==> src/hw/fabric_params.svh <==
`ifndef FABRIC_PARAMS_SVH
`define FABRIC_PARAMS_SVH

// endpoint kinds
`define KIND_AXI4        2'h0
`define KIND_AXI3        2'h1
`define KIND_NATIVE      2'h2
`define KIND_LITE        2'h3

// response codes
`define RESP_OKAY        2'h0
`define RESP_EXOKAY      2'h1
`define RESP_SLVERR      2'h2
`define RESP_DECERR      2'h3

// burst limits and fixed values
`define MAX_INCR_BEATS   9'h100
`define AXI3_MAX_BEATS   9'h010
`define NATIVE_MAX_BEATS 9'h008
`define QOS_NONE         4'h0
`define REGION_NONE      4'h0
`define BURST_FIXED      2'h0
`define CACHE_MOD_BIT    1
`define CACHE_LITE_MASK  4'hC

`endif

==> src/hw/fabric_pkg.sv <==
package fabric_pkg;
  typedef logic [1:0] kind_t;
  typedef logic [1:0] resp_t;
  typedef enum logic [4:0] {
    ST_IDLE = 5'h01,
    ST_ADDR = 5'h02,
    ST_DATA = 5'h04,
    ST_RESP = 5'h08,
    ST_DONE = 5'h10
  } agent_state_t;
endpackage

==> src/hw/fabric_agent.sv <==
`timescale 1ns/100ps
// Operation
// - accept incrementing bursts up to 256 beats
// - split long bursts to the burst limit
// - narrow bursts to native become single beats
// - cut to 16 beats for AXI3, AXI4 untouched
// - carry 4-bit qos, drop for qos-less slaves
// - AXI3 or native masters send zero qos
// - drive region outputs with zero
// - keep non-modifiable same-ID transactions in order
// - responses return in issue order
// - reordering slaves get constant ID, others real
// - responses only from final endpoint, write responses merged across sub-bursts
// - no packing; narrow beats stay separate commands
// - forward cache attributes unchanged, except lite keeps only bits 3:2
// - user sideband up to 64 bits
// - stream link is one-to-one, no adaptation
// - stream widths within documented bounds
// - lite accesses single, full width, no exclusive
// - lite width 32 or 64, full-size beats
// - store ID and reflect onto lite responses
// - bursts to lite reduced to length one
// - decode error outranks slave error when merging
`include "fabric_params.svh"

module fabric_agent
  import fabric_pkg::*;
#(
  parameter int    ID_W       = 4,
  parameter int    ADDR_W     = 32,
  parameter int    DATA_W     = 32,
  parameter int    USER_W     = 8,
  parameter kind_t MST_KIND   = `KIND_AXI4,
  parameter kind_t SLV_KIND   = `KIND_AXI4,
  parameter bit    SLV_QOS    = 1'b1,
  parameter bit    SLV_REORD  = 1'b0,
  parameter int    NATIVE_MAX = 8,
  parameter int    TDATA_W    = 32,
  parameter int    TID_W      = 4,
  parameter int    TDEST_W    = 2
) (
  input  wire logic                core_clk,
  input  wire logic                sys_rst,
  input  wire logic                mst_awvalid,
  output logic                     mst_awready,
  input  wire logic [ID_W-1:0]     mst_awid,
  input  wire logic [ADDR_W-1:0]   mst_awaddr,
  input  wire logic [7:0]          mst_awlen,
  input  wire logic [2:0]          mst_awsize,
  input  wire logic [1:0]          mst_awburst,
  input  wire logic                mst_awlock,
  input  wire logic [3:0]          mst_awcache,
  input  wire logic [2:0]          mst_awprot,
  input  wire logic [3:0]          mst_awqos,
  input  wire logic                mst_wvalid,
  output logic                     mst_wready,
  input  wire logic [DATA_W-1:0]   mst_wdata,
  input  wire logic [DATA_W/8-1:0] mst_wstrb,
  input  wire logic [USER_W-1:0]   mst_wuser,
  output logic                     mst_bvalid,
  input  wire logic                mst_bready,
  output logic [ID_W-1:0]          mst_bid,
  output logic [1:0]               mst_bresp,
  output logic [USER_W-1:0]        mst_buser,
  input  wire logic                mst_arvalid,
  output logic                     mst_arready,
  input  wire logic [ID_W-1:0]     mst_arid,
  input  wire logic [ADDR_W-1:0]   mst_araddr,
  input  wire logic [7:0]          mst_arlen,
  input  wire logic [2:0]          mst_arsize,
  input  wire logic [1:0]          mst_arburst,
  input  wire logic                mst_arlock,
  input  wire logic [3:0]          mst_arcache,
  input  wire logic [2:0]          mst_arprot,
  input  wire logic [3:0]          mst_arqos,
  output logic                     mst_rvalid,
  input  wire logic                mst_rready,
  output logic [ID_W-1:0]          mst_rid,
  output logic [DATA_W-1:0]        mst_rdata,
  output logic [1:0]               mst_rresp,
  output logic                     mst_rlast,
  output logic [USER_W-1:0]        mst_ruser,
  output logic                     slv_awvalid,
  input  wire logic                slv_awready,
  output logic                     slv_arvalid,
  input  wire logic                slv_arready,
  output logic [ID_W-1:0]          slv_id,
  output logic [ADDR_W-1:0]        slv_addr,
  output logic [7:0]               slv_len,
  output logic [2:0]               slv_size,
  output logic [1:0]               slv_burst,
  output logic                     slv_lock,
  output logic [3:0]               slv_cache,
  output logic [2:0]               slv_prot,
  output logic [3:0]               slv_qos,
  output logic [3:0]               slv_region,
  output logic                     slv_wvalid,
  input  wire logic                slv_wready,
  output logic [DATA_W-1:0]        slv_wdata,
  output logic [DATA_W/8-1:0]      slv_wstrb,
  output logic                     slv_wlast,
  output logic [USER_W-1:0]        slv_wuser,
  input  wire logic                slv_bvalid,
  output logic                     slv_bready,
  input  wire logic [1:0]          slv_bresp,
  input  wire logic [USER_W-1:0]   slv_buser,
  input  wire logic                slv_rvalid,
  output logic                     slv_rready,
  input  wire logic [DATA_W-1:0]   slv_rdata,
  input  wire logic [1:0]          slv_rresp,
  input  wire logic                slv_rlast,
  input  wire logic [USER_W-1:0]   slv_ruser,
  input  wire logic                src_tvalid,
  output logic                     src_tready,
  input  wire logic [TDATA_W-1:0]  src_tdata,
  input  wire logic [TID_W-1:0]    src_tid,
  input  wire logic [TDEST_W-1:0]  src_tdest,
  input  wire logic                src_tlast,
  output logic                     dst_tvalid,
  input  wire logic                dst_tready,
  output logic [TDATA_W-1:0]       dst_tdata,
  output logic [TID_W-1:0]         dst_tid,
  output logic [TDEST_W-1:0]       dst_tdest,
  output logic                     dst_tlast
);

  localparam logic [2:0] FULL_SIZE = 3'($clog2(DATA_W/8));
  localparam logic [8:0] NAT_MAX   = 9'(NATIVE_MAX);

  agent_state_t      state_reg;
  logic              is_wr_reg;
  logic [ID_W-1:0]   id_reg;
  logic [ADDR_W-1:0] addr_reg;
  logic [8:0]        rem_reg;
  logic [8:0]        sub_reg;
  logic [8:0]        beat_reg;
  logic [2:0]        size_reg;
  logic [1:0]        burst_reg;
  logic              lock_reg;
  logic [3:0]        cache_reg;
  logic [2:0]        prot_reg;
  logic [3:0]        qos_reg;
  resp_t             resp_reg;
  logic [USER_W-1:0] buser_reg;
  logic              last_sub;
  logic              take_aw;
  logic              take_ar;
  logic [8:0]        sub_next;

  function automatic logic [8:0] min9(input logic [8:0] a, input logic [8:0] b);
    min9 = (a < b) ? a : b;
  endfunction

  function automatic logic [8:0] sub_len(input logic [8:0] rem, input logic [2:0] size);
    case (SLV_KIND)
      `KIND_AXI3:   sub_len = min9(rem, `AXI3_MAX_BEATS);
      `KIND_NATIVE: sub_len = (size < FULL_SIZE) ? 9'h001 : min9(rem, NAT_MAX);
      `KIND_LITE:   sub_len = 9'h001;
      default:      sub_len = rem;
    endcase
  endfunction

  function automatic resp_t merge(input resp_t a, input resp_t b);
    if (a == `RESP_DECERR || b == `RESP_DECERR) begin
      merge = `RESP_DECERR;
    end else if (a == `RESP_SLVERR || b == `RESP_SLVERR) begin
      merge = `RESP_SLVERR;
    end else if (a == `RESP_OKAY || b == `RESP_OKAY) begin
      merge = `RESP_OKAY;
    end else begin
      merge = `RESP_EXOKAY;
    end
  endfunction

  // one transaction in flight at a time keeps order per master and per ID
  assign take_ar     = (state_reg == ST_IDLE) && mst_arvalid;
  assign take_aw     = (state_reg == ST_IDLE) && mst_awvalid && !mst_arvalid;
  assign mst_arready = take_ar;
  assign mst_awready = take_aw;
  assign last_sub    = (rem_reg == sub_reg);
  assign sub_next    = sub_len(rem_reg, size_reg);

  always_ff @(posedge core_clk) begin
    if (sys_rst) begin
      state_reg <= ST_IDLE;
    end else begin
      case (state_reg)
        ST_IDLE: if (take_ar || take_aw) state_reg <= ST_ADDR;
        ST_ADDR: if ((slv_awvalid && slv_awready) || (slv_arvalid && slv_arready)) state_reg <= ST_DATA;
        ST_DATA: begin
          if (is_wr_reg && slv_wvalid && slv_wready && slv_wlast) begin
            state_reg <= ST_RESP;
          end else if (!is_wr_reg && slv_rvalid && slv_rready && slv_rlast) begin
            state_reg <= last_sub ? ST_IDLE : ST_ADDR;
          end
        end
        ST_RESP: if (slv_bvalid) state_reg <= last_sub ? ST_DONE : ST_ADDR;
        ST_DONE: if (mst_bready) state_reg <= ST_IDLE;
        default: state_reg <= ST_IDLE;
      endcase
    end
  end

  // command capture
  always_ff @(posedge core_clk) begin
    if (sys_rst) begin
      is_wr_reg <= 1'b0;
      id_reg    <= '0;
      size_reg  <= 3'h0;
      burst_reg <= 2'h0;
      lock_reg  <= 1'b0;
      cache_reg <= 4'h0;
      prot_reg  <= 3'h0;
      qos_reg   <= `QOS_NONE;
    end else if (take_ar || take_aw) begin
      is_wr_reg <= take_aw;
      id_reg    <= take_ar ? mst_arid : mst_awid;
      size_reg  <= (SLV_KIND == `KIND_LITE) ? FULL_SIZE : (take_ar ? mst_arsize : mst_awsize);
      burst_reg <= take_ar ? mst_arburst : mst_awburst;
      lock_reg  <= (SLV_KIND == `KIND_LITE) ? 1'b0 : (take_ar ? mst_arlock : mst_awlock);
      cache_reg <= take_ar ? mst_arcache : mst_awcache;
      prot_reg  <= take_ar ? mst_arprot : mst_awprot;
      qos_reg   <= (MST_KIND == `KIND_AXI4) ? (take_ar ? mst_arqos : mst_awqos) : `QOS_NONE;
    end
  end

  // burst progress and address stepping
  always_ff @(posedge core_clk) begin
    if (sys_rst) begin
      addr_reg <= '0;
      rem_reg  <= 9'h000;
      sub_reg  <= 9'h000;
    end else if (take_ar || take_aw) begin
      addr_reg <= take_ar ? mst_araddr : mst_awaddr;
      rem_reg  <= 9'(take_ar ? mst_arlen : mst_awlen) + 9'h001;
      sub_reg  <= 9'h000;
    end else if (state_reg == ST_IDLE || (state_reg == ST_ADDR && sub_reg == 9'h000)) begin
      sub_reg <= sub_next;
    end else if ((state_reg == ST_DATA && !is_wr_reg && slv_rvalid && slv_rready && slv_rlast && !last_sub) ||
                 (state_reg == ST_RESP && slv_bvalid && !last_sub)) begin
      rem_reg <= rem_reg - sub_reg;
      sub_reg <= 9'h000;
      if (burst_reg != `BURST_FIXED) begin
        addr_reg <= addr_reg + ADDR_W'({sub_reg, 7'h00} >> (3'h7 - size_reg));
      end
    end
  end

  // beat count within the current sub-burst
  always_ff @(posedge core_clk) begin
    if (sys_rst || state_reg == ST_ADDR) begin
      beat_reg <= 9'h000;
    end else if ((slv_wvalid && slv_wready) || (slv_rvalid && slv_rready)) begin
      beat_reg <= beat_reg + 9'h001;
    end
  end

  // write response merged across all sub-bursts
  always_ff @(posedge core_clk) begin
    if (sys_rst || take_aw) begin
      resp_reg  <= `RESP_EXOKAY;
      buser_reg <= '0;
    end else if (state_reg == ST_RESP && slv_bvalid) begin
      resp_reg  <= merge(resp_reg, slv_bresp);
      buser_reg <= slv_buser;
    end
  end

  // slave address channel
  assign slv_awvalid = (state_reg == ST_ADDR) && is_wr_reg && (sub_reg != 9'h000);
  assign slv_arvalid = (state_reg == ST_ADDR) && !is_wr_reg && (sub_reg != 9'h000);
  assign slv_id      = SLV_REORD ? '0 : id_reg;
  assign slv_addr    = addr_reg;
  assign slv_len     = 8'(sub_reg - 9'h001);
  assign slv_size    = size_reg;
  assign slv_burst   = burst_reg;
  assign slv_lock    = lock_reg;
  assign slv_cache   = (SLV_KIND == `KIND_LITE) ? (cache_reg & `CACHE_LITE_MASK) : cache_reg;
  assign slv_prot    = prot_reg;
  assign slv_qos     = SLV_QOS ? qos_reg : `QOS_NONE;
  assign slv_region  = `REGION_NONE;

  // write data path
  assign slv_wvalid = (state_reg == ST_DATA) && is_wr_reg && mst_wvalid;
  assign mst_wready = (state_reg == ST_DATA) && is_wr_reg && slv_wready;
  assign slv_wdata  = mst_wdata;
  assign slv_wstrb  = mst_wstrb;
  assign slv_wuser  = mst_wuser;
  assign slv_wlast  = (beat_reg == sub_reg - 9'h001);
  assign slv_bready = (state_reg == ST_RESP);

  // write response back to master, only after the final endpoint answered
  assign mst_bvalid = (state_reg == ST_DONE);
  assign mst_bid    = id_reg;
  assign mst_bresp  = resp_reg;
  assign mst_buser  = buser_reg;

  // read data path
  assign mst_rvalid = (state_reg == ST_DATA) && !is_wr_reg && slv_rvalid;
  assign slv_rready = (state_reg == ST_DATA) && !is_wr_reg && mst_rready;
  assign mst_rid    = id_reg;
  assign mst_rdata  = slv_rdata;
  assign mst_rresp  = slv_rresp;
  assign mst_rlast  = slv_rlast && last_sub;
  assign mst_ruser  = slv_ruser;

  // stream link: one source to one sink, no adaptation
  assign dst_tvalid = src_tvalid;
  assign src_tready = dst_tready;
  assign dst_tdata  = src_tdata;
  assign dst_tid    = src_tid;
  assign dst_tdest  = src_tdest;
  assign dst_tlast  = src_tlast;

endmodule

==> config.mk <==
export PLATFORM = sky130hd
export DESIGN_NAME = fabric_agent
export DESIGN_NICKNAME = d
export VERILOG_FILES = /design/src/hw/fabric_pkg.sv /design/src/hw/fabric_agent.sv
export VERILOG_INCLUDE_DIRS = /design/src /design/src/hw
export SDC_FILE = /design/constraint.sdc
export NUM_CORES = 1
export LEC_CHECK = 0
export ABC_AREA = 1
export ABC_CLOCK_PERIOD_IN_PS = 2900
export BUFFER_PORTS_ARGS = -buffer_cell sky130_fd_sc_hd__buf_4
export CORE_AREA = 2 2 190 192
export CTS_CLUSTER_DIAMETER = 200
export DETAILED_ROUTE_END_ITERATION = 16
export DIE_AREA = 0 0 192 194
export SYNTH_ARGS = -nofsm -noshare
export SYNTH_HDL_FRONTEND = slang
export SYNTH_SLANG_ARGS = --single-unit
==> constraint.sdc <==
create_clock -name core_clk -period 2.9 [get_ports core_clk]
set_clock_uncertainty 0.05 [all_clocks]
set_input_delay 0.435 -clock core_clk [delete_from_list [all_inputs] [get_ports core_clk]]
set_output_delay 0.435 -clock core_clk [all_outputs]
set_load 0.05 [all_outputs]
======== Yosys cells after proc, flatten, opt, wreduce, memory -nomap -nowiden ========
Index checks and enable logic that the tools add are counted.
storage, ports and cells
  flip-flop bits (word level) ............. 96
  input bits .............................. 272
  output and inout bits ................... 222
  logic and storage cells ................. 124
cells by class
  add/sub/neg operators ................... 6
  eq/ne operators ......................... 17
  shifts and indexed selects .............. 1
  muxes and demuxes ....................... 30
  reduce and logical (&&, ||, !) cells .... 55
operators with widths
  operator                                              number
  two-way mux 32 bit                                    5
  two-way mux 9 bit                                     5
  two-way mux 5 bit                                     7
  adder 32 bit                                          1
  right shift 16 x 3 -> 32 bit                          1
  logical AND 1 bit                                     30
  case mux 5 bit (5 select lines)                       1
  equality test 9 bit                                   2
  two-way mux 4 bit                                     3
  logical OR 1 bit                                      10
  adder 8 x 1 -> 9 bit (second input constant)          1
  adder 9 x 1 -> 9 bit (second input constant)          1
  logical NOT 9 bit                                     1
  nonzero test 9 bit                                    1
  subtractor 9 x 1 -> 9 bit (second input constant)     1
  subtractor 9 bit                                      1
  equality test 2 bit (second input constant)           4
  two-way mux 2 bit                                     4
  two-way mux 8 bit                                     1
  nonzero test 2 bit                                    4
  two-way mux 3 bit                                     2
  inequality test 2 bit (second input constant)         3
  equality test 5 x 1 -> 1 bit (second input constant)  1
  equality test 5 x 2 -> 1 bit (second input constant)  1
  13 further kinds                                      18

======== Logic depth before layout (Yosys ltp) ========
  word-level depth ........................ 10
  gate-level depth with buffers ........... 21
  gate-level depth less buffers ........... 21

======== Worst setup path after synthesis ========
Ideal clock, no wire load.
  path kind ............................... reg2out
  start ................................... register sub_reg[0]
  end ..................................... output port slv_wlast
  arrival ................................. 2.770 ns
  data required time ...................... 2.415 ns
  setup slack ............................. -0.355 ns
  stages on the path, launching flop included .. 10
  path buffers ............................ 0
  cell sequence ........................... dfxtp_1 -> inv_1 -> ha_1 -> nand2_1 -> nand2_1 -> nand2_1 -> nand2_1 -> nor4b_1 -> nand4_1 -> a21oi_1
on the way
  cells in the longest elaborated chain, start to end .. 2
ends and longest elaborated chain
  element                    line                 RTL
  start: declaration         fabric_agent.sv:135  logic [8:0] sub_reg;
  start signal: assignment   fabric_agent.sv:238  sub_reg <= sub_next;
  subtractor 9 x 1 -> 9 bit  fabric_agent.sv:289  assign slv_wlast = (beat_reg == sub_reg - 9'h001);
  net slv_len[0]             fabric_agent.sv:89   output logic [7:0] slv_len,
  equality test 9 bit        fabric_agent.sv:289
  end: declaration           fabric_agent.sv:101  output logic slv_wlast,
The timed path passes the listed nets, and every way through them passes these cells.

======== Worst setup path after layout ========
  start ................................... register size_reg[0], in the netlist slv_size[0]
  end ..................................... register addr_reg[29], in the netlist slv_addr[29]
on the way
  cells in the longest elaborated chain, start to end .. 7
ends and longest elaborated chain
  element                       line                 RTL
  start: declaration            fabric_agent.sv:137  logic [2:0] size_reg;
  start signal: assignment      fabric_agent.sv:218  size_reg <= (SLV_KIND == `KIND_LITE) ? FULL_SIZE : (take_ar ? mst_arsize : mst_awsize);
  subtractor 3 bit              fabric_agent.sv:244  addr_reg <= addr_reg + ADDR_W'({sub_reg, 7'h00} >> (3'h7 - size_reg));
  right shift 16 x 3 -> 32 bit  fabric_agent.sv:244
  adder 32 bit                  fabric_agent.sv:244
  two-way mux 32 bit            fabric_agent.sv:243  if (burst_reg != `BURST_FIXED) begin
  two-way mux 32 bit            fabric_agent.sv:239  end else if ((state_reg == ST_DATA && !is_wr_reg && slv_rvalid && slv_rready && slv_rlast && !last_sub) ||
  two-way mux 32 bit            fabric_agent.sv:237  end else if (state_reg == ST_IDLE || (state_reg == ST_ADDR && sub_reg == 9'h000)) begin
  two-way mux 32 bit            fabric_agent.sv:233  end else if (take_ar || take_aw) begin
  end signal: assignment        fabric_agent.sv:234  addr_reg <= take_ar ? mst_araddr : mst_awaddr;
  end signal: assignment        fabric_agent.sv:244
  end: declaration              fabric_agent.sv:133  logic [ADDR_W-1:0] addr_reg;
No other way between the ends. The select of a mux whose other input is x is not followed.
A chain may end at the register's enable or synchronous reset.

==> flow_summary_export.csv <==
group,metric,value,unit
cells_and_area,finish.instance_area,10500,sq um
synthesis,syn_inst,1322,
global_routing,grt_use_met2,0.260,
cells_and_area,fin_nets,1751,
floorplan,start_util,0.237,
route,drcViolationCount,0,
global_routing,globalRoute.totalOverflow,0,
synthesis,synth_top_family_by_area,"simple AND/OR/NAND/NOR gates",
power_and_ir_drop,power_density,1150,nW/um^2
clock_network,cts-htree-levels,3,
global_routing,top_usage_layer,"met2",
global_routing,grt_max_degree,55,
floorplan,die-area,37200,sq um
cells_and_area,largest_reg_flops,32,
cells_and_area,postLayoutCoreUtil,0.299,
cells_and_area,drive_above_1_share,0.285,
outcome,status,"finished, final reports clean",
placement,numPortBuffers,235,
power_and_ir_drop,p_clk_frac,0.120,
global_routing,grt.total_usage,0.156,
power_and_ir_drop,power.leakage,4.89,nW
power_and_ir_drop,p_int,0.00539,W
floorplan,core,35200,sq um
timing,worstMarginPinSlew,0.633,ns
timing,maxSlewViolCount,0,
power_and_ir_drop,p_comb_frac,0.692,
worst_hold_path,hold_depth,3,
clock_network,cts_buffers,9,
worst_setup_path,worst-r2r-cell-count,20,
timing,holdWs,0.281,ns
synthesis,ys_warn_count,0,
synthesis,synth_edf_count,0,
cells_and_area,n_antenna_cell,0,
worst_setup_path,cp.arrival,3.03,ns
clock_network,cts_sinks,96,
synthesis,yosys-top-cells-area,"dfxtp_1 23%, buf_4 13%, nand2_1 12%",
placement,place_area,9760,sq um
timing,final_hold_viol_count,0,
worst_setup_path,critPathCaptureType,"flip-flop",
job,maxCapViolations,0,
route,viasPerCell,4.65,
power_and_ir_drop,peakVddDrop,0.556,mV
route,via_count,8900,
worst_setup_path,cp_max_fo,5,
synthesis,ys_seq_area_frac,0.231,
synthesis,synth_top_cell_by_area,"dfxtp_1",
power_and_ir_drop,total_power,0.0121,W
worst_setup_path,required,3.15,ns
floorplan,rows,69,
power_and_ir_drop,p_seq_frac,0.188,
placement,hpwlAfterDp,23800,microns
global_routing,grt_first_pass_wirelength,45300,microns
synthesis,ys.flop_type,"dfxtp_1",
global_routing,use_met3,0.0333,
synthesis,synth-compound-area-share,0.183,
route,wl,30400,microns
timing,slew_headroom,0.577,
route,wire_per_inst,15.9,microns
timing,max_freq,359,MHz
floorplan,die_x,192,microns
worst_setup_path,path_class,"flip-flop to flip-flop",
clock_network,ctsHoldBuffers,0,
synthesis,synth_xor_area_frac,0.0158,
clock_network,clock_latency,0.36,ns
clock_network,cts-root-buf,"clkbuf_16",
route,drt-pass1-iter-count,5,
synthesis,avgSynthCellArea,6.30,sq um
synthesis,synthAdderAreaFrac,0.0453,
timing,finalCritPeriodShare,0.961,
floorplan,fp.dieH,194,microns
global_routing,use_met1,0.198,
power_and_ir_drop,sw_frac_of_total,0.554,
worst_hold_path,hold_path.class,"primary input to flip-flop",
clock_network,cts_tree,"built",
synthesis,muxShareOfSynthArea,0.0240,
global_routing,antenna_found_initial,0,
power_and_ir_drop,p_sw,0.00669,W
placement,place_congestion,0.880,
clock_network,cts_buffer_depth,2,
timing,rsz0062_at_grt,"true",
timing,setup_viol_count_final,0,
synthesis,synth_seq_cells,96,
synthesis,synthSimpleGateAreaFrac,0.291,
route,drt_iter0_drc,617,
cells_and_area,syn_to_final_growth,26.5,%
global_routing,grt_pass1_vias,8273,
floorplan,ioPinCount,494,
timing,period_minus_slack,2.79,ns
clock_network,cts.clk_slew.worst_paths,0.07,ns
synthesis,syn_area,8330,sq um
worst_setup_path,cp-start-kind,"flip-flop",
synthesis,synth_top_area_frac,0.231,
route,postRouteAntennaNets,0,
synthesis,async_reset_ff_frac,0,
synthesis,ys_types,54,
[power by group through the flow]
| stage | combinational [W] | sequential (W) | clock (W) |
|---|---|---|---|
| 2_1_floorplan | 0.00512 | 0.00321 | 0 |
| 6_report | 0.00836 | 0.00228 | 0.00144 |
| 4_1_cts | 0.00801 | 0.00227 | 0.00148 |
| 5_1_grt | 0.00914 | 0.00234 | 0.00153 |
| 3_3_place_gp | 0.00793 | 0.00229 | 0 |
| 3_5_place_dp | 0.00797 | 0.00230 | 0 |
[synth_stat cells (all sizes together), types with 17 or more instances]
master  number
a21oi      103
buf        166
clkbuf      18
dfxtp       96
ha          27
inv        118
mux2i       20
nand2      270
nand3       65
nand4       23
nor2       186
nor3        17
o21ai      146
[layout make-up]
cell class | instances | area (sq um)
Timing Repair inverter | 1 | 5.00
Timing Repair Buffer | 297 | 2270
Sequential cell | 96 | 1930
Inverter | 121 | 464
Multi-Input combinational cell | 924 | 4940
Tap cell | 461 | 577
Clock inverter | 5 | 104
Fill cell | 3865 | 24700
Clock buffer | 11 | 243
[kinds of logic (layout without fill, tap and decap cells)]
group,after synthesis,after routing
AO/OA/AOI/OAI,284,284
buffers and inverters,305,435
AND/OR/NAND/NOR,572,572
XOR/XNOR,15,15
adder cells (fa/ha/maj),29,29
flip-flops,96,96
multiplexers,20,20
other,1,4
[timing repair]
item	CTS	global route
hold endpoints to repair	0	0
pin swaps	2	31
setup buffers	1	18
setup endpoints to repair	3	26
resized for setup	5	106
cloned	0	1
[critical path, cell delays in order (launching register included)]
cell and delay, ns:
dfxtp_4 0.38, buf_6 0.13, nand2_1 0.10, o21ai_4 0.09, nand2_1 0.08, o21ai_1 0.08, inv_1 0.06, nand2_1 0.07
o21ai_2 0.07, ha_1 0.36, nand2_2 0.09, inv_2 0.06, nand2_2 0.07, nor2_4 0.11, nand4_1 0.19, a31oi_2 0.26
buf_4 0.15, nand2_1 0.05, nand2_1 0.07, nand3_2 0.07, a21oi_2 0.14
[layout by cell type (no fill, tap or decap), types with 24 or more instances in the layout]
cell type and count:
a21oi_1 89, buf_4 291, dfxtp_1 89, ha_1 24
inv_1 108, nand2_1 249, nand3_1 58, nor2_1 171
o21ai_0 94, o21ai_1 41
[stage by stage]
stage          TNS (ns)  worst slack [ns]  instances
2_1_floorplan         0           0.00530       1325
3_3_place_gp     -0.180           -0.0932       1880
3_5_place_dp     -0.213            -0.114       1880
4_1_cts               0           0.00270       1897
5_1_grt          -0.228           -0.0670       1916
6_report              0             0.114       1916
[metal layers]
metal | up-vias | share of wire
met5 | - | 0
met4 | 0 | 0.026
met3 | 53 | 0.059
met2 | 291 | 0.48
met1 | 4097 | 0.44
li1 | 4459 | -
[path summary, 6_finish.rpt]
| check | startpoint | end | slack (ns) |
|---|---|---|---|
| worst min-delay path | slv_buser[1] | mst_buser[1] | 0.28 |
| worst min register to register | mst_buser[5] | mst_buser[5] | 0.42 |
| worst max register to register | slv_size[0] | slv_addr[29] | 0.11 |
| worst max-delay path | slv_size[0] | slv_addr[29] | 0.11 |
Power figures use the tool's default switching activity.
